<file path="src/include/port_cfg_pkg.sv">
// package: offsets, field layouts and reset values of the per-port vendor configuration bank
package port_cfg_pkg;

  // ****************************************************************
  // register offsets (byte addresses in configuration space)
  // ****************************************************************
  localparam logic [7:0] OFS_LINK_WORD_THREE = 8'h80;
  localparam logic [7:0] OFS_LINK_WORD_FOUR  = 8'h84;
  localparam logic [7:0] OFS_LINK_WORD_FIVE  = 8'h88;
  localparam logic [7:0] OFS_TL_CONTROL      = 8'h8C;
  localparam logic [7:0] OFS_PHY_LANE_DELTA  = 8'h90;
  localparam logic [7:0] OFS_PHY_MARGIN_RXEQ = 8'h94;
  localparam logic [7:0] OFS_STRAP_MODE      = 8'h98;
  localparam logic [7:0] OFS_SUBSYS_CAP      = 8'hB0;
  localparam logic [7:0] OFS_SUBSYS_IDENT    = 8'hB4;

  // ****************************************************************
  // reset values
  // ****************************************************************
  localparam logic [31:0] RST_LINK_WORD_THREE = 32'h000F_0000;
  localparam logic [31:0] RST_LINK_WORD_FOUR  = 32'h0000_0000;
  localparam logic [29:0] RST_LINK_PARAM_UP   = 30'h3308_3333; // low 30 bits of 7308_3333
  localparam logic [29:0] RST_LINK_PARAM_DN   = 30'h3308_3333;
  localparam logic        RST_RATE_CHG_UP     = 1'h1;
  localparam logic        RST_RATE_CHG_DN     = 1'h0;
  localparam logic        RST_FIRST_RATE_ONLY = 1'h0;
  // tl control: bit4 resets to one, byte six at 23:16 resets to 79
  localparam logic [31:0] RST_TL_CONTROL      = 32'h0079_0010;
  localparam logic [31:0] TL_WRITE_MASK       = 32'h0000_0060;
  localparam logic [31:0] TL_RSVD_MASK        = 32'h4000_E800;
  localparam logic [6:0]  RST_LANE_MODE       = 7'h00;
  localparam logic [16:0] RST_PHY_DELTA       = 17'h0_0001;
  localparam logic [15:0] RST_TX_MARGIN       = 16'h116B;
  localparam logic [7:0]  RST_RX_EQUALISE_UP  = 8'h86;
  localparam logic [3:0]  RST_REFCLK_ENABLES  = 4'hF;
  localparam logic [7:0]  SUBSYS_CAP_ID       = 8'h0D;
  localparam logic [7:0]  SUBSYS_NEXT_PTR     = 8'hC0;

  // ****************************************************************
  // field positions
  // ****************************************************************
  localparam int TL_BIT_ORDER_OFF   = 6;
  localparam int TL_POS_ATTEMPTS    = 8;
  localparam int TL_BIT_PORT_OFF    = 10;
  localparam int TL_POS_BYTE_SIX    = 16;
  localparam int MODE_BIT_CLOCK_BUFFER_POWERDOWN_STRAP = 20;
  localparam int MODE_POS_REFCLK    = 16;

  // operating straps, packed msb first as they sit in bits 15:0
  typedef struct packed {
    logic [6:0] zero;
    logic       scan_mode;
    logic [2:0] package_select_strap;
    logic       phy_test_strap;
    logic       debug_mode;
    logic       fast_mode;
    logic       quiescent_current_test;
    logic       serial_rom_skip;
  } strap_word_t;

  // configuration-space access
  typedef struct packed {
    logic        rd;
    logic        wr;
    logic [7:0]  addr;
    logic [31:0] wdata;
  } cfg_req_t;

  // side-band load from the smbus master or eeprom loader
  typedef struct packed {
    logic        wr;
    logic [7:0]  addr;
    logic [31:0] wdata;
  } load_req_t;

endpackage

</file>
<file path="src/rtl/port_cfg_bank.sv">
// design: per-port vendor configuration register bank with side-band load
// Contract
// - defaults may be overridden after reset by smbus or eeprom load
// - link parameter 29:0 of word five resets per upstream or downstream
// - rate change control bit 30 resets one upstream, zero downstream
// - bit 31 of word five limits to first rate when one, resets zero
// - tl control bit 6 set by software disables relaxed ordering rule
// - rate change attempt count from tl control bits 9:8, reset zero
// - tl control bit 10 disables port; read-only to software, loadable
// - byte six presented in tl control 23:16, loadable reset value
// - phy lane mode 6:0 resets zero, phy delta 31:15 resets one
// - rx equalise byte 23:16 upstream only, downstream reads zero
// - operating straps reported in operation mode bits 15:0
// - bit 20 resets to clock buffer power-down strap, one disables clocks
// - four reference clock enables in bits 19:16, reset all ones
// - capability header bits 7:0 return fixed subsystem identifier
// - capability header bits 15:8 point to pci express capability
// - subsystem vendor 15:0 and device 31:16 ident, reset zero, loadable
`timescale 1ns/1ps
`default_nettype none

module port_cfg_bank
  import port_cfg_pkg::*;
(
  input  wire logic                   ref_clk_i,
  input  wire logic                   rst_i,
  input  wire logic                   clk_en_i,
  input  wire logic                   upstream_i,
  input  wire port_cfg_pkg::strap_word_t straps_i,
  input  wire logic                   clock_buffer_powerdown_strap_i,
  input  wire port_cfg_pkg::cfg_req_t  cfg_req_i,
  input  wire port_cfg_pkg::load_req_t load_req_i,
  output logic [31:0]                 cfg_rdata_o,
  output logic                        cfg_rvalid_o,
  output logic                        order_rule_off_o,
  output logic [1:0]                  rate_change_attempts_o,
  output logic                        port_disable_o,
  output logic                        first_rate_only_o,
  output logic                        rate_change_control_o,
  output logic [3:0]                  reference_clock_outputs_o
);
  import port_cfg_pkg::*;

  // ****************************************************************
  // strap synchronisers: three stages, change taken when 2 and 3 agree
  // ****************************************************************
  logic [16:0] strap_s1_q, strap_s2_q, strap_s3_q, strap_q;
  logic        up_s1_q, up_s2_q, up_s3_q, up_q;

  always_ff @(posedge ref_clk_i) begin
    if (rst_i) begin
      strap_s1_q <= 17'h0_0000;
      strap_s2_q <= 17'h0_0000;
      strap_s3_q <= 17'h0_0000;
      up_s1_q    <= 1'h0;
      up_s2_q    <= 1'h0;
      up_s3_q    <= 1'h0;
    end else if (clk_en_i) begin
      strap_s1_q <= {clock_buffer_powerdown_strap_i, straps_i};
      strap_s2_q <= strap_s1_q;
      strap_s3_q <= strap_s2_q;
      up_s1_q    <= upstream_i;
      up_s2_q    <= up_s1_q;
      up_s3_q    <= up_s2_q;
    end
  end

  // filtered levels; these never see reset, but follow the zeroed stages to zero while reset is held
  always_ff @(posedge ref_clk_i) begin
    if (clk_en_i) begin
      for (int i = 0; i < 17; i++) begin
        if (strap_s2_q[i] == strap_s3_q[i]) strap_q[i] <= strap_s3_q[i];
      end
      if (up_s2_q == up_s3_q) up_q <= up_s3_q;
    end
  end

  // ****************************************************************
  // defaults are applied on the fifth cycle after reset releases
  // ****************************************************************
  // the port role and straps are only known through the synchronisers,
  // so reset marks the bank stale and the defaults land a few cycles later
  logic [2:0] init_cnt_q;
  logic       init_q;

  always_ff @(posedge ref_clk_i) begin
    if (rst_i) begin
      init_cnt_q <= 3'h0;
      init_q     <= 1'h1;
    end else if (clk_en_i && init_q) begin
      init_cnt_q <= init_cnt_q + 3'h1;
      if (init_cnt_q == 3'h4) init_q <= 1'h0;
    end
  end

  wire logic init_load = init_q && (init_cnt_q == 3'h4);

  // ****************************************************************
  // storage
  // ****************************************************************
  logic [31:0] word_three_q, word_four_q, word_five_q, tl_q;
  logic [6:0]  lane_mode_q;
  logic [16:0] phy_delta_q;
  logic [15:0] tx_margin_q;
  logic [7:0]  rx_equalise_q;
  logic [4:0]  clkbuf_q;
  logic [31:0] subsys_ident_q;

  function automatic logic hit(input logic wr, input logic [7:0] a, input logic [7:0] ofs);
    return wr && (a == ofs);
  endfunction

  wire logic ld  = load_req_i.wr && !init_q;
  wire logic sw  = cfg_req_i.wr && !init_q;

  always_ff @(posedge ref_clk_i) begin
    if (rst_i) begin
      word_three_q   <= RST_LINK_WORD_THREE;
      word_four_q    <= RST_LINK_WORD_FOUR;
      word_five_q    <= {RST_FIRST_RATE_ONLY, RST_RATE_CHG_DN, RST_LINK_PARAM_DN};
      tl_q           <= RST_TL_CONTROL;
      lane_mode_q    <= RST_LANE_MODE;
      phy_delta_q    <= RST_PHY_DELTA;
      tx_margin_q    <= RST_TX_MARGIN;
      rx_equalise_q  <= 8'h00;
      clkbuf_q       <= {1'h0, RST_REFCLK_ENABLES};
      subsys_ident_q <= 32'h0000_0000;
    end else if (clk_en_i) begin
      if (init_load) begin
        word_five_q <= up_q ? {RST_FIRST_RATE_ONLY, RST_RATE_CHG_UP, RST_LINK_PARAM_UP}
                            : {RST_FIRST_RATE_ONLY, RST_RATE_CHG_DN, RST_LINK_PARAM_DN};
        rx_equalise_q <= up_q ? RST_RX_EQUALISE_UP : 8'h00;
        clkbuf_q      <= {strap_q[16], RST_REFCLK_ENABLES};
      end
      // side-band load overrides any default but downstream rx equalise; reserved bits are written too
      // software write comes first so that a load on the same edge wins
      if (hit(sw, cfg_req_i.addr, OFS_LINK_WORD_THREE)) word_three_q <= cfg_req_i.wdata;
      if (hit(ld, load_req_i.addr, OFS_LINK_WORD_THREE)) word_three_q <= load_req_i.wdata;
      if (hit(ld, load_req_i.addr, OFS_LINK_WORD_FOUR))  word_four_q  <= load_req_i.wdata;
      if (hit(ld, load_req_i.addr, OFS_LINK_WORD_FIVE))  word_five_q  <= load_req_i.wdata;
      if (hit(ld, load_req_i.addr, OFS_TL_CONTROL)) begin
        tl_q <= load_req_i.wdata;
      end else if (hit(sw, cfg_req_i.addr, OFS_TL_CONTROL)) begin
        // only bits 5 and 6 are software-writable
        tl_q <= (tl_q & ~TL_WRITE_MASK) | (cfg_req_i.wdata & TL_WRITE_MASK);
      end
      if (hit(ld, load_req_i.addr, OFS_PHY_LANE_DELTA)) begin
        lane_mode_q <= load_req_i.wdata[6:0];
        phy_delta_q <= load_req_i.wdata[31:15];
      end
      if (hit(ld, load_req_i.addr, OFS_PHY_MARGIN_RXEQ)) begin
        tx_margin_q <= load_req_i.wdata[15:0];
        if (up_q) rx_equalise_q <= load_req_i.wdata[23:16];
      end
      if (hit(ld, load_req_i.addr, OFS_STRAP_MODE)) clkbuf_q <= load_req_i.wdata[20:16];
      if (hit(ld, load_req_i.addr, OFS_SUBSYS_IDENT)) subsys_ident_q <= load_req_i.wdata;
    end
  end

  // ****************************************************************
  // read decode
  // ****************************************************************
  logic [31:0] rd_d;

  always_comb begin
    rd_d = 32'h0000_0000;
    unique case (cfg_req_i.addr)
      OFS_LINK_WORD_THREE: rd_d = word_three_q;
      OFS_LINK_WORD_FOUR:  rd_d = word_four_q;
      OFS_LINK_WORD_FIVE:  rd_d = word_five_q;
      OFS_TL_CONTROL:      rd_d = tl_q & ~TL_RSVD_MASK;
      OFS_PHY_LANE_DELTA:  rd_d = {phy_delta_q, 8'h00, lane_mode_q};
      OFS_PHY_MARGIN_RXEQ: rd_d = {8'h00, rx_equalise_q, tx_margin_q};
      OFS_STRAP_MODE:      rd_d = {11'h000, clkbuf_q, 7'h00, strap_q[8:0]};
      OFS_SUBSYS_CAP:      rd_d = {16'h0000, SUBSYS_NEXT_PTR, SUBSYS_CAP_ID};
      OFS_SUBSYS_IDENT:    rd_d = subsys_ident_q;
      default:             rd_d = 32'h0000_0000;
    endcase
  end

  always_ff @(posedge ref_clk_i) begin
    if (rst_i) begin
      cfg_rdata_o  <= 32'h0000_0000;
      cfg_rvalid_o <= 1'h0;
    end else if (clk_en_i) begin
      cfg_rvalid_o <= cfg_req_i.rd;
      if (cfg_req_i.rd) cfg_rdata_o <= rd_d;
    end
  end

  // ****************************************************************
  // fields that steer the switch core
  // ****************************************************************
  always_ff @(posedge ref_clk_i) begin
    if (rst_i) begin
      order_rule_off_o          <= 1'h0;
      rate_change_attempts_o    <= 2'h0;
      port_disable_o            <= 1'h0;
      first_rate_only_o         <= 1'h0;
      rate_change_control_o     <= 1'h0;
      reference_clock_outputs_o <= 4'h0;
    end else if (clk_en_i) begin
      order_rule_off_o       <= tl_q[TL_BIT_ORDER_OFF];
      rate_change_attempts_o <= tl_q[TL_POS_ATTEMPTS +: 2];
      port_disable_o         <= tl_q[TL_BIT_PORT_OFF];
      first_rate_only_o      <= word_five_q[31];
      rate_change_control_o  <= word_five_q[30];
      // global power-down overrides the per-output enables; clocks stay off
      // until the strap is known, so a strapped-off part never pulses them
      reference_clock_outputs_o <= (clkbuf_q[4] || init_q) ? 4'h0 : clkbuf_q[3:0];
    end
  end

  // ****************************************************************
  // checks
  // ****************************************************************
  property p_sw_tl_ro;
    @(posedge ref_clk_i) disable iff (rst_i)
    (clk_en_i && sw && !load_req_i.wr && cfg_req_i.addr == OFS_TL_CONTROL)
      |=> (tl_q & ~TL_WRITE_MASK) == ($past(tl_q) & ~TL_WRITE_MASK);
  endproperty
  a_sw_tl_ro: assert property (p_sw_tl_ro) else $error("tl read-only bits changed by software");

  property p_order_out;
    @(posedge ref_clk_i) disable iff (rst_i)
    clk_en_i |=> order_rule_off_o == $past(tl_q[6]);
  endproperty
  a_order_out: assert property (p_order_out) else $error("ordering control not followed");

  property p_word_five_up;
    @(posedge ref_clk_i) disable iff (rst_i)
    (clk_en_i && init_load && up_q) |=> word_five_q[30] && !word_five_q[31];
  endproperty
  a_word_five_up: assert property (p_word_five_up) else $error("upstream word five default wrong");

  property p_word_five_dn;
    @(posedge ref_clk_i) disable iff (rst_i)
    (clk_en_i && init_load && !up_q && !ld) |=> word_five_q == {2'b00, RST_LINK_PARAM_DN};
  endproperty
  a_word_five_dn: assert property (p_word_five_dn) else $error("downstream word five default wrong");

  property p_rxeq_dn;
    @(posedge ref_clk_i) disable iff (rst_i)
    (!init_q && !up_q) |-> rx_equalise_q == 8'h00;
  endproperty
  a_rxeq_dn: assert property (p_rxeq_dn) else $error("downstream rx equalise not zero");

  property p_clk_pd;
    @(posedge ref_clk_i) disable iff (rst_i)
    (clk_en_i && clkbuf_q[4]) |=> reference_clock_outputs_o == 4'h0;
  endproperty
  a_clk_pd: assert property (p_clk_pd) else $error("clocks not gated by power-down");

  property p_cap_read;
    @(posedge ref_clk_i) disable iff (rst_i)
    (clk_en_i && cfg_req_i.rd && cfg_req_i.addr == OFS_SUBSYS_CAP)
      |=> cfg_rvalid_o && cfg_rdata_o == 32'h0000_C00D;
  endproperty
  a_cap_read: assert property (p_cap_read) else $error("capability header wrong");

  property p_tl_rsvd;
    @(posedge ref_clk_i) disable iff (rst_i)
    (clk_en_i && cfg_req_i.rd && cfg_req_i.addr == OFS_TL_CONTROL)
      |=> (cfg_rdata_o & TL_RSVD_MASK) == 32'h0000_0000;
  endproperty
  a_tl_rsvd: assert property (p_tl_rsvd) else $error("reserved tl bits read non-zero");

  property p_attempts;
    @(posedge ref_clk_i) disable iff (rst_i)
    clk_en_i |=> rate_change_attempts_o == $past(tl_q[9:8]);
  endproperty
  a_attempts: assert property (p_attempts) else $error("attempt count not followed");

  property p_port_off;
    @(posedge ref_clk_i) disable iff (rst_i)
    clk_en_i |=> port_disable_o == $past(tl_q[10]);
  endproperty
  a_port_off: assert property (p_port_off) else $error("port disable not followed");

  property p_first_rate;
    @(posedge ref_clk_i) disable iff (rst_i)
    clk_en_i |=> first_rate_only_o == $past(word_five_q[31]);
  endproperty
  a_first_rate: assert property (p_first_rate) else $error("first rate limit not followed");

  property p_rate_chg;
    @(posedge ref_clk_i) disable iff (rst_i)
    clk_en_i |=> rate_change_control_o == $past(word_five_q[30]);
  endproperty
  a_rate_chg: assert property (p_rate_chg) else $error("rate change control not followed");

  property p_load_wins;
    @(posedge ref_clk_i) disable iff (rst_i)
    (clk_en_i && ld && load_req_i.addr == OFS_LINK_WORD_THREE)
      |=> word_three_q == $past(load_req_i.wdata);
  endproperty
  a_load_wins: assert property (p_load_wins) else $error("load to word three not taken");

  property p_sw_tl_rw;
    @(posedge ref_clk_i) disable iff (rst_i)
    (clk_en_i && sw && !load_req_i.wr && cfg_req_i.addr == OFS_TL_CONTROL)
      |=> (tl_q & TL_WRITE_MASK) == ($past(cfg_req_i.wdata) & TL_WRITE_MASK);
  endproperty
  a_sw_tl_rw: assert property (p_sw_tl_rw) else $error("tl writable bits not taken");

  property p_ident_ro;
    @(posedge ref_clk_i) disable iff (rst_i)
    (clk_en_i && !(ld && load_req_i.addr == OFS_SUBSYS_IDENT))
      |=> subsys_ident_q == $past(subsys_ident_q);
  endproperty
  a_ident_ro: assert property (p_ident_ro) else $error("ident changed without load");

endmodule

`default_nettype wire

</file>
<file path="config.mk">
export PLATFORM = sky130hd
export DESIGN_NAME = port_cfg_bank
export DESIGN_NICKNAME = d
export VERILOG_FILES = /design/src/include/port_cfg_pkg.sv /design/src/rtl/port_cfg_bank.sv
export SDC_FILE = /design/constraint.sdc
export NUM_CORES = 1
export LEC_CHECK = 0
export ABC_AREA = 1
export ABC_CLOCK_PERIOD_IN_PS = 1800
export BUFFER_PORTS_ARGS = -buffer_cell sky130_fd_sc_hd__buf_2
export CAP_MARGIN = 20
export CORE_MARGIN = 2
export CORE_UTILIZATION = 58
export CTS_CLUSTER_DIAMETER = 100
export DETAILED_ROUTE_END_ITERATION = 16
export HOLD_SLACK_MARGIN = 0.12
export PLACE_DENSITY_LB_ADDON = 0.3
export SKIP_CTS_REPAIR_TIMING = 1
export SLEW_MARGIN = 40
export SYNTH_ARGS = -nofsm -noshare
export SYNTH_HDL_FRONTEND = slang
export SYNTH_SLANG_ARGS = --single-unit
</file>
<file path="constraint.sdc">
create_clock -name ref_clk_i -period 1.8 [get_ports ref_clk_i]
set_input_delay 0.36 -clock ref_clk_i [delete_from_list [all_inputs] [get_ports ref_clk_i]]
set_output_delay 0.36 -clock ref_clk_i [all_outputs]
set_load 0.01 [all_outputs]
</file>
==> results_dict.tcl, run 1 <==
set metrics [dict create \
    hold_depth 3 \
    viasPerCell 5.81 \
    clk_path_buf_depth 3 \
    crit_type "flip-flop to flip-flop" \
    hold_path.class "primary input to flip-flop" \
    clkTransAtPathRegs_ns 0.07 \
    p_leak_nw 6.77 \
    min_to "word_five_q[4]" \
    p_per_area_nw_per_um2 883 \
    overflow 0 \
    fin_nets 2064 \
    cts.htree.levels 1 \
    final_area_um2 15500 \
    ios 147 \
    core-area_um2 21900 \
    worst_setup_path_start_kind "flip-flop" \
    die-area_um2 23600 \
    irDropWorstVdd_mv 0.661 \
    firstDrtPassIters 5 \
    synth_area_per_cell_um2 7.21 \
    ys_warn_count 0 \
    skew_ns 0.00949 \
    power_frac_comb_pct 6.1 \
    swShare_pct 23.7 \
    hold_viol 0 \
    clock-sinks 299 \
    worstMarginPinSlew_ns 0.504 \
    routabilityCongestion 0.911 \
    root_buffer "clkbuf_16" \
    synth-compound-area-share_pct 21.7 \
    r2r_slack_ns 0.08 \
    dpl.cell_count 2188 \
    yosysSeqAreaShare_pct 47.0 \
    pwr-share-seq_pct 49.7 \
    layout.cells.non_filler 2263 \
    start_util_pct 59.3 \
    first_iter_violations 1451 \
    cp.arrival_ns 2.16 \
    synth-simple-area-share_pct 22.0 \
    wl_per_cell_um 17.8 \
    rsz0062_at_grt "true" \
    synth_cell_types 28 \
    p_int_mw 10.5 \
    fmax_mhz 581 \
    total_power_mw 13.7 \
    drive_gt1_share_pct 16.3 \
    io_buffers 139 \
    grt_max_degree 114 \
    synth_edf_count 11 \
    cts_tree "built" \
    numCtsBuffers 30 \
    syn_inst 1799 \
    num_rows 54 \
    power_frac_clock_pct 44.3 \
    drt-total-wl_mm 40.2 \
    worstPathRequired_ns 2.24 \
    worst_r2r_endpoint "word_three_q[14]" \
    syn_area_um2 13000 \
    grt_pass1_vias 11903 \
    synthToLayoutAreaGrowth_pct 19.6 \
    cp_max_fo 10 \
    status "complete, no violations" \
    fin_crit_sh_pct 95.6 \
    switching_power_mw 3.25 \
    fill_cells 1836 \
    dr_total_vias 13139 \
    syn_nets 1905 \
    ys_ff_latch 299 \
    grt_usage_pct 32.8 \
    die-height_um 154 \
    drc 0 \
    synth_xor_area_share_pct 0 \
    clk_latency_ns 0.56 \
    grt_pass1_wl_mm 62.6 \
    end_kind "flip-flop" \
    synth_adder_area_share_pct 0.193 \
    die_w_um 154 \
    ys.flop_type "dfxtp_1" \
    finalCriticalPeriod_ns 1.72 \
    worstHoldStart "load_req_i[4]" \
    maxCapViolCount 0 \
    r2r_start "init_q" \
    ys_async_sr_fraction_pct 0 \
    hpwl_mm 26.0 \
    slew_headroom_pct 66.4 \
    placed_area_um2 14400 \
    maxSlewViolCount 0 \
    muxShareOfSynthArea_pct 0 \
    reg2reg_depth 9 \
    antenna_left 0 \
    synth_top_family_by_area "simple AND/OR/NAND/NOR gates" \
    antenna_found_initial 0 \
    setup_violations 0 \
]
## registers in the layout (all words and copies together) (netlist names), 2 cells and up
name,flops
word_three_q,32
strap_s2_q,10
rx_equalise_q,8
lane_mode_q,7
tl_q,27
strap_s3_q,10
strap_q,10
strap_s1_q,10
cfg_rdata_o,32
clkbuf_q,5
subsys_ident_q,32
init_cnt_q,3
word_four_q,32
rate_change_attempts_o,2
reference_clock_outputs_o,4
word_five_q,32
phy_delta_q,17
tx_margin_q,16
## worst max-delay path by stage
stage | slack, ns | to | startpoint
CTS | 0.09 | word_five_q[13] | init_q
global route | -0.007 | word_three_q[14] | init_q
finish | 0.08 | word_three_q[14] | init_q
detailed placement | -0.15 | tl_q[6] | cfg_req_i[38]
global placement | -0.06 | tl_q[5] | cfg_req_i[38]
floorplan | 0.27 | word_five_q[19] | load_req_i[38]
## per-layer routing
layer  track usage [%]  routed length, µm
met4              12.3               1430
met2              50.5              17800
met3              5.69               4350
met1              46.5              16700
met5                 0                  0
## cells in the mapped netlist (4+ instances only)
| master | instances | area (µm²) |
|---|---|---|
| nor2_2 | 4 | 25.0 |
| buf_6 | 5 | 56.3 |
| inv_2 | 18 | 67.6 |
| nand3_1 | 139 | 696 |
| a21oi_1 | 214 | 1070 |
| o21ai_1 | 71 | 355 |
| clkbuf_1 | 51 | 191 |
| edfxtp_1 | 11 | 330 |
| inv_1 | 133 | 499 |
| nor2_1 | 183 | 687 |
| nand2_1 | 330 | 1240 |
| nand3_2 | 4 | 40.0 |
| nand2_2 | 8 | 50.1 |
| dfxtp_1 | 288 | 5770 |
| a211oi_1 | 9 | 67.6 |
| o211ai_1 | 19 | 143 |
| buf_2 | 47 | 235 |
| buf_4 | 16 | 120 |
| o21ai_0 | 235 | 1180 |
## layout make-up
class | instances | area (µm²) | share of cell area [%]
multi-input cells | 1228 | 5730 | 36.9
clock inverters | 13 | 105 | 0.677
diodes | 1 | 2.50 | 0.0161
repair buffers | 247 | 1830 | 11.8
clock buffers | 43 | 841 | 5.42
inverters | 152 | 573 | 3.69
well taps | 280 | 350 | 2.26
flip-flops and latches | 299 | 6100 | 39.3
## worst max-delay path, stage by stage, from the launching register on
cell and delay (ns):
dfxtp_1 0.32, inv_2 0.11, nand2_2 0.09, nor3_4 0.22
nand2_2 0.13, o21ai_1 0.11, nand2_2 0.14, buf_4 0.22
o21ai_0 0.20, nor2_1 0.07
## kinds of logic (layout without fill, tap and decap cells)
group | Yosys count | after routing
adder cells (fa/ha/maj) | 2 | 2
buffers and inverters | 272 | 455
AO/OA/AOI/OAI | 549 | 549
other | 0 | 1
AND/OR/NAND/NOR | 677 | 677
flip-flops | 299 | 299
## placed cells by master (no fill, tap or decap), types with 7 or more instances in the layout
cell / count
buf_12: 22
buf_2: 139
clkbuf_16: 31
o21ai_0: 229
nand3_1: 139
inv_1: 133
a211oi_1: 9
inv_2: 18
a21oi_1: 214
nand2_1: 329
buf_4: 68
dfxtp_1: 288
dlygate4sd3_1: 18
o21ai_1: 77
edfxtp_1: 11
clkbuf_1: 10
clkinv_2: 7
nor2_1: 180
o211ai_1: 19
nand2_2: 9
## stage by stage
stage               worst slack (ns)  utilization, %  hold WS [ns]  setup TNS (ns)
floorplan                      0.266               -         0.424               0
global placement             -0.0583            65.7         0.432          -0.979
detailed placement            -0.150            65.7         0.437           -3.46
CTS                           0.0902            70.0        0.0155               0
global route                -0.00683            70.9         0.120         -0.0136
finish                        0.0786            70.9         0.110               0
## power by group through the flow
stage	logic [mW]	registers, mW	clock network, mW
2_1_floorplan	0.422	6.94	0
3_3_place_gp	0.756	6.95	0
3_5_place_dp	0.776	6.95	0
4_1_cts	0.782	6.80	6.10
5_1_grt	0.913	6.81	6.38
6_report	0.831	6.81	6.06
Note: power is estimated with default switching activity, not from simulation.
==> run 2, diff against run 1 <==
--- a/config.mk
+++ b/config.mk
@@ -6,11 +6,11 @@
 export NUM_CORES = 1
 export LEC_CHECK = 0
 export ABC_AREA = 1
-export ABC_CLOCK_PERIOD_IN_PS = 1800
+export ABC_CLOCK_PERIOD_IN_PS = 1500
 export BUFFER_PORTS_ARGS = -buffer_cell sky130_fd_sc_hd__buf_2
 export CAP_MARGIN = 20
 export CORE_MARGIN = 2
-export CORE_UTILIZATION = 58
+export CORE_UTILIZATION = 53
 export CTS_CLUSTER_DIAMETER = 100
 export DETAILED_ROUTE_END_ITERATION = 16
 export HOLD_SLACK_MARGIN = 0.12
==> constraint.sdc (replaced) <==
create_clock -name ref_clk_i -period 1.5 [get_ports ref_clk_i]
set_input_delay 0.3 -clock ref_clk_i [delete_from_list [all_inputs] [get_ports ref_clk_i]]
set_output_delay 0.3 -clock ref_clk_i [all_outputs]
set_load 0.01 [all_outputs]
==> run 2 against run 1 <==
  * Clock-buffer cell count up 1
  * Clock power is 24% higher
  * Die area increased by 9.2%
  * First-iteration DRC count up 15%
  * Largest cell class unchanged
  * The run now ends with negative setup slack left
  * Via count grew 4.8%
==> results_dict.tcl, run 2 (synthesized netlist as in run 1, its figures left out) <==
set metrics [dict create \
    violations "negative setup slack" \
    rsz0062_at_grt "true" \
    routabilityCongestion 0.895 \
    clkTransAtPathRegs_ns 0.07 \
    p_per_area_nw_per_um2 1010 \
    drt-total-wl_mm 45.7 \
    worst_slack_ns -0.142 \
    wl_per_cell_um 19.3 \
    layout_commonest_cell "nand2_1" \
    most-common-layout-cells "326 x nand2_1, 285 x dfxtp_1, 218 x o21ai_0, 199 x a21oi_1, 173 x nor2_1" \
    dpl.cell_count 2259 \
    final_util_pct 69.2 \
    fin_nets 2130 \
    synthToLayoutAreaGrowth_pct 28.9 \
    cp_max_fo 18 \
    reg2reg_depth 10 \
    status "complete, but fails checks" \
    grt_usage_pct 31.9 \
    maxSlewViolCount 0 \
    worstMarginPinSlew_ns 0.379 \
    cp.arrival_ns 2.11 \
    firstDrtPassIters 8 \
    fin_setup_tns_ns -4.44 \
    total_power_mw 16.9 \
    worstPathCellList "inv_2 > nand2_4 > inv_4 > nand2_2 > nor2_4 > nand2_2 > nand2_4 > buf_12 > o21ai_0 > nor2_1" \
    crit_type "flip-flop to flip-flop" \
    start_util_pct 53.7 \
    clock-sinks 299 \
    grtUsageMet3_pct 6.20 \
    grt_pass1_vias 12410 \
    first_iter_violations 1662 \
    grt_max_degree 65 \
    irDropWorstVdd_mv 0.820 \
    hold_viol 0 \
    ios 147 \
    end_kind "flip-flop" \
    critPathMaxStageDelay_ns 0.33 \
    overflow 0 \
    p_leak_nw 7.24 \
    setup_violations 94 \
    cts_tree "built" \
    fin_crit_sh_pct 109 \
    numCtsBuffers 30 \
    fmax_mhz 609 \
    cts.htree.levels 1 \
    clk_path_buf_depth 3 \
    drc 0 \
    root_buffer "clkbuf_16" \
    drive_gt1_share_pct 20.0 \
    worstHoldStart "cfg_req_i[9]" \
    critical-path-slowest-cell "dfxtp_2" \
    clk_latency_ns 0.57 \
    grtUsageMet2_pct 51.4 \
    num_rows 57 \
    die-height_um 160 \
    hold_depth 5 \
    core-area_um2 24200 \
    die_w_um 160 \
    hpwl_mm 27.7 \
    die-area_um2 25800 \
    slew_headroom_pct 74.7 \
    dr_total_vias 13769 \
    fill_cells 1948 \
    r2r_start "init_q" \
    antenna_left 0 \
    viasPerCell 5.81 \
    grt_pass1_wl_mm 65.4 \
    min_to "word_three_q[9]" \
    antenna_found_initial 1 \
    layout.cells.non_filler 2370 \
    r2r_slack_ns -0.14 \
    diodes 0 \
    use_met1_pct 42.5 \
    io_buffers 139 \
    skew_ns 0.0259 \
    worst_setup_path_start_kind "flip-flop" \
    place_ws_ns -0.281 \
    finalCriticalPeriod_ns 1.64 \
    worst_r2r_endpoint "word_five_q[22]" \
    grt.busiest_layer "met2" \
    hold_path.class "primary input to flip-flop" \
    maxCapViolCount 0 \
    worstPathRequired_ns 1.97 \
]
[run 2: cell types whose count changed in the layout (fill, tap and decap cells not counted), moves of 10 or more]
cell	change
dlygate4sd3_1	+26
a21oi_1	-15
a21oi_2	+15
buf_4	+13
buf_12	+11
o21ai_0	-11
clkbuf_16	+10
[run 2: worst max path at each step]
stage / startpoint / to / cells past startpoint
2_1_floorplan: load_req_i[38] / word_five_q[19] / 12
3_3_place_gp: cfg_req_i[35] / cfg_rdata_o[19] / 11
3_5_place_dp: cfg_req_i[32] / cfg_rdata_o[25] / 13
4_1_cts: init_q / word_three_q[23] / 9
5_1_grt: init_q / word_five_q[22] / 10
6_report: init_q / word_five_q[22] / 10
[run 2: final cells by class]
cell class                      count  area [µm²]  share of cell area, %
Clock buffer                       44         896                   5.36
Multi-Input combinational cell   1228        5920                   35.4
Sequential cell                   299        6100                   36.5
Timing Repair Buffer              313        2710                   16.2
Tap cell                          324         405                   2.42
Clock inverter                     10        88.8                  0.531
Inverter                          152         601                   3.59
[run 2: power breakdown]
group,total (mW),internal [mW],switching [mW],leakage [nW]
clock,7.52,4.31,3.21,0.487
combinational,1.16,0.449,0.710,4.31
sequential,8.18,8.11,0.0660,2.44
[run 2: routing by layer]
metal / share of wire [%] / up-vias
li1: - / 6389
met1: 39 / 6299
met2: 45 / 912
met3: 13 / 169
met4: 3.9 / 0
met5: 0 / -
[run 2: critical path, delay by kind of cell, from the launching register on]
kind            cells  cell delay, ns
compound gates      1            0.13
simple gates        6            0.73
buf+inv             3            0.34
flops               1            0.33
[run 2: per-stage QoR]
stage | cell area (µm²) | hold WS (ns)
5_1_grt | 16700 | 0.125
3_3_place_gp | 14800 | 0.430
4_1_cts | 15800 | -0.0617
3_5_place_dp | 14800 | 0.434
6_report | 16700 | 0.0841
2_1_floorplan | 13000 | 0.424
==> run 3, diff against run 2 <==
--- a/config.mk
+++ b/config.mk
@@ -6,9 +6,9 @@
 export NUM_CORES = 1
 export LEC_CHECK = 0
 export ABC_AREA = 1
-export ABC_CLOCK_PERIOD_IN_PS = 1500
 export BUFFER_PORTS_ARGS = -buffer_cell sky130_fd_sc_hd__buf_2
 export CAP_MARGIN = 20
+export CORE_ASPECT_RATIO = 1.5
 export CORE_MARGIN = 2
 export CORE_UTILIZATION = 53
 export CTS_CLUSTER_DIAMETER = 100
==> run 3 against run 2 <==
  * The flow still finishes with violations (negative setup slack)
  * Final area up 1.6%
  * Sequential share of layout area fell by 0.57 points
  * Utilization grew 0.86 points
  * Wire length grew 0.50%
  * Sequential power about the same
  * First-iteration DRC count is 1.7% higher
  * Non-clock buffer count is 7 higher
  * Clock power is 4.4% lower
  * Critical endpoint unchanged
  * Combinational power barely moved
==> results_dict.tcl, run 3 (synthesized netlist as in run 1, its figures left out) <==
set metrics [dict create \
    total_power_mw 16.5 \
    irDropWorstVdd_mv 0.867 \
    grt.busiest_layer "met2" \
    finalCriticalPeriod_ns 1.55 \
    slew_headroom_pct 68.7 \
    grtUsageMet3_pct 3.89 \
    violations "negative setup slack" \
    status "complete, but fails checks" \
    layout_commonest_cell "nand2_1" \
    routabilityCongestion 0.900 \
    worstMarginPinSlew_ns 0.465 \
    worstPathCellList "inv_2 > nand2_4 > inv_4 > nand2_2 > nor2_4 > nand2_2 > nand2_4 > buf_6 > o21ai_0 > nor2_1" \
    maxCapViolCount 0 \
    layout.cells.non_filler 2373 \
    first_iter_violations 1690 \
    die-area_um2 25800 \
    viasPerCell 5.84 \
    grt_max_degree 68 \
    hold_viol 0 \
    grt_pass1_wl_mm 64.4 \
    die_w_um 132 \
    critical-path-slowest-cell "dfxtp_2" \
    antenna_found_initial 0 \
    path_buf_inv 3 \
    clock-sinks 299 \
    wl_per_cell_um 19.3 \
    maxSlewViolCount 0 \
    critPathMaxStageDelay_ns 0.33 \
    die-height_um 196 \
    worst_setup_path_start_kind "flip-flop" \
    cp_max_fo 15 \
    dr_total_vias 13847 \
    end_kind "flip-flop" \
    root_buffer "clkbuf_16" \
    num_rows 70 \
    hold_path.class "primary input to flip-flop" \
    drive_gt1_share_pct 22.2 \
    most-common-layout-cells "323 x nand2_1, 285 x dfxtp_1, 194 x o21ai_0, 187 x a21oi_1, 171 x nor2_1" \
    fin_crit_sh_pct 103 \
    ios 147 \
    core-area_um2 24300 \
    cts.htree.levels 1 \
    dpl.cell_count 2261 \
    drc 0 \
    clkTransAtPathRegs_ns 0.07 \
    overflow 0 \
    grt_usage_pct 31.2 \
    hpwl_mm 27.9 \
    io_buffers 139 \
    rsz0062_at_grt "true" \
    antenna_left 0 \
    clk_path_buf_depth 3 \
    worstPathRequired_ns 1.98 \
    cp.arrival_ns 2.03 \
    grtUsageMet2_pct 52.7 \
    fin_nets 2135 \
    synthToLayoutAreaGrowth_pct 31.0 \
    clk_latency_ns 0.55 \
    place_ws_ns -0.331 \
    skew_ns 0.0129 \
    worst_slack_ns -0.0505 \
    start_util_pct 53.5 \
    p_leak_nw 7.36 \
    fin_setup_tns_ns -0.596 \
    critical_path.top_delay_family "simple AND/OR/NAND/NOR gates" \
    use_met1_pct 39.0 \
    numCtsBuffers 28 \
    diodes 0 \
    drt-total-wl_mm 45.9 \
    cts_tree "built" \
    firstDrtPassIters 7 \
    grt_pass1_vias 12364 \
    p_per_area_nw_per_um2 973 \
    crit_type "flip-flop to flip-flop" \
    final_util_pct 70.0 \
    fmax_mhz 645 \
    setup_violations 34 \
]
==> run 3: layout make-up <==
class	instances	area (µm²)
fillers	1895	7270
flip-flops and latches	299	6100
multi-input cells	1228	6090
repair buffers	320	2860
clock buffers	41	852
inverters	152	609
well taps	324	405
clock inverters	9	76.3
==> run 3: worst register-to-register path, cell delays in order, from the launching register on <==
cell,delay (ns)
dfxtp_2,0.33
inv_2,0.07
nand2_4,0.06
inv_4,0.07
nand2_2,0.10
nor2_4,0.14
nand2_2,0.08
nand2_4,0.16
buf_6,0.19
o21ai_0,0.12
nor2_1,0.16
==> run 3: where the power goes <==
part / switching [mW] / internal, mW / total [mW]
combinational: 0.725 / 0.454 / 1.18
sequential: 0.0639 / 8.11 / 8.17
clock: 3.09 / 4.10 / 7.19
total: 3.88 / 12.7 / 16.5
==> run 3: routing by layer <==
layer  share of wire [%]  wire length, µm  vias to the layer above
li1                    -                -                     6417
met5                   0                0                        -
met3                  10             4650                      221
met4                 6.9             3170                        0
met2                  47            21600                      875
met1                  36            16500                     6334
==> run 3: worst paths after layout <==
path	start	end	slack (ns)	cells past startpoint
worst max register to register	init_q	word_five_q[22]	-0.05	10
worst min-delay path	cfg_req_i[22]	word_three_q[22]	0.10	5
worst min register to register	subsys_ident_q[2]	subsys_ident_q[2]	0.45	2
worst max-delay path	init_q	word_five_q[22]	-0.05	10
==> run 3: through the flow <==
stage	hold slack (ns)	area, µm²
3_3_place_gp	0.430	14800
5_1_grt	0.132	17000
6_report	0.102	17000
3_5_place_dp	0.436	14800
2_1_floorplan	0.424	13000
4_1_cts	-0.0252	15800
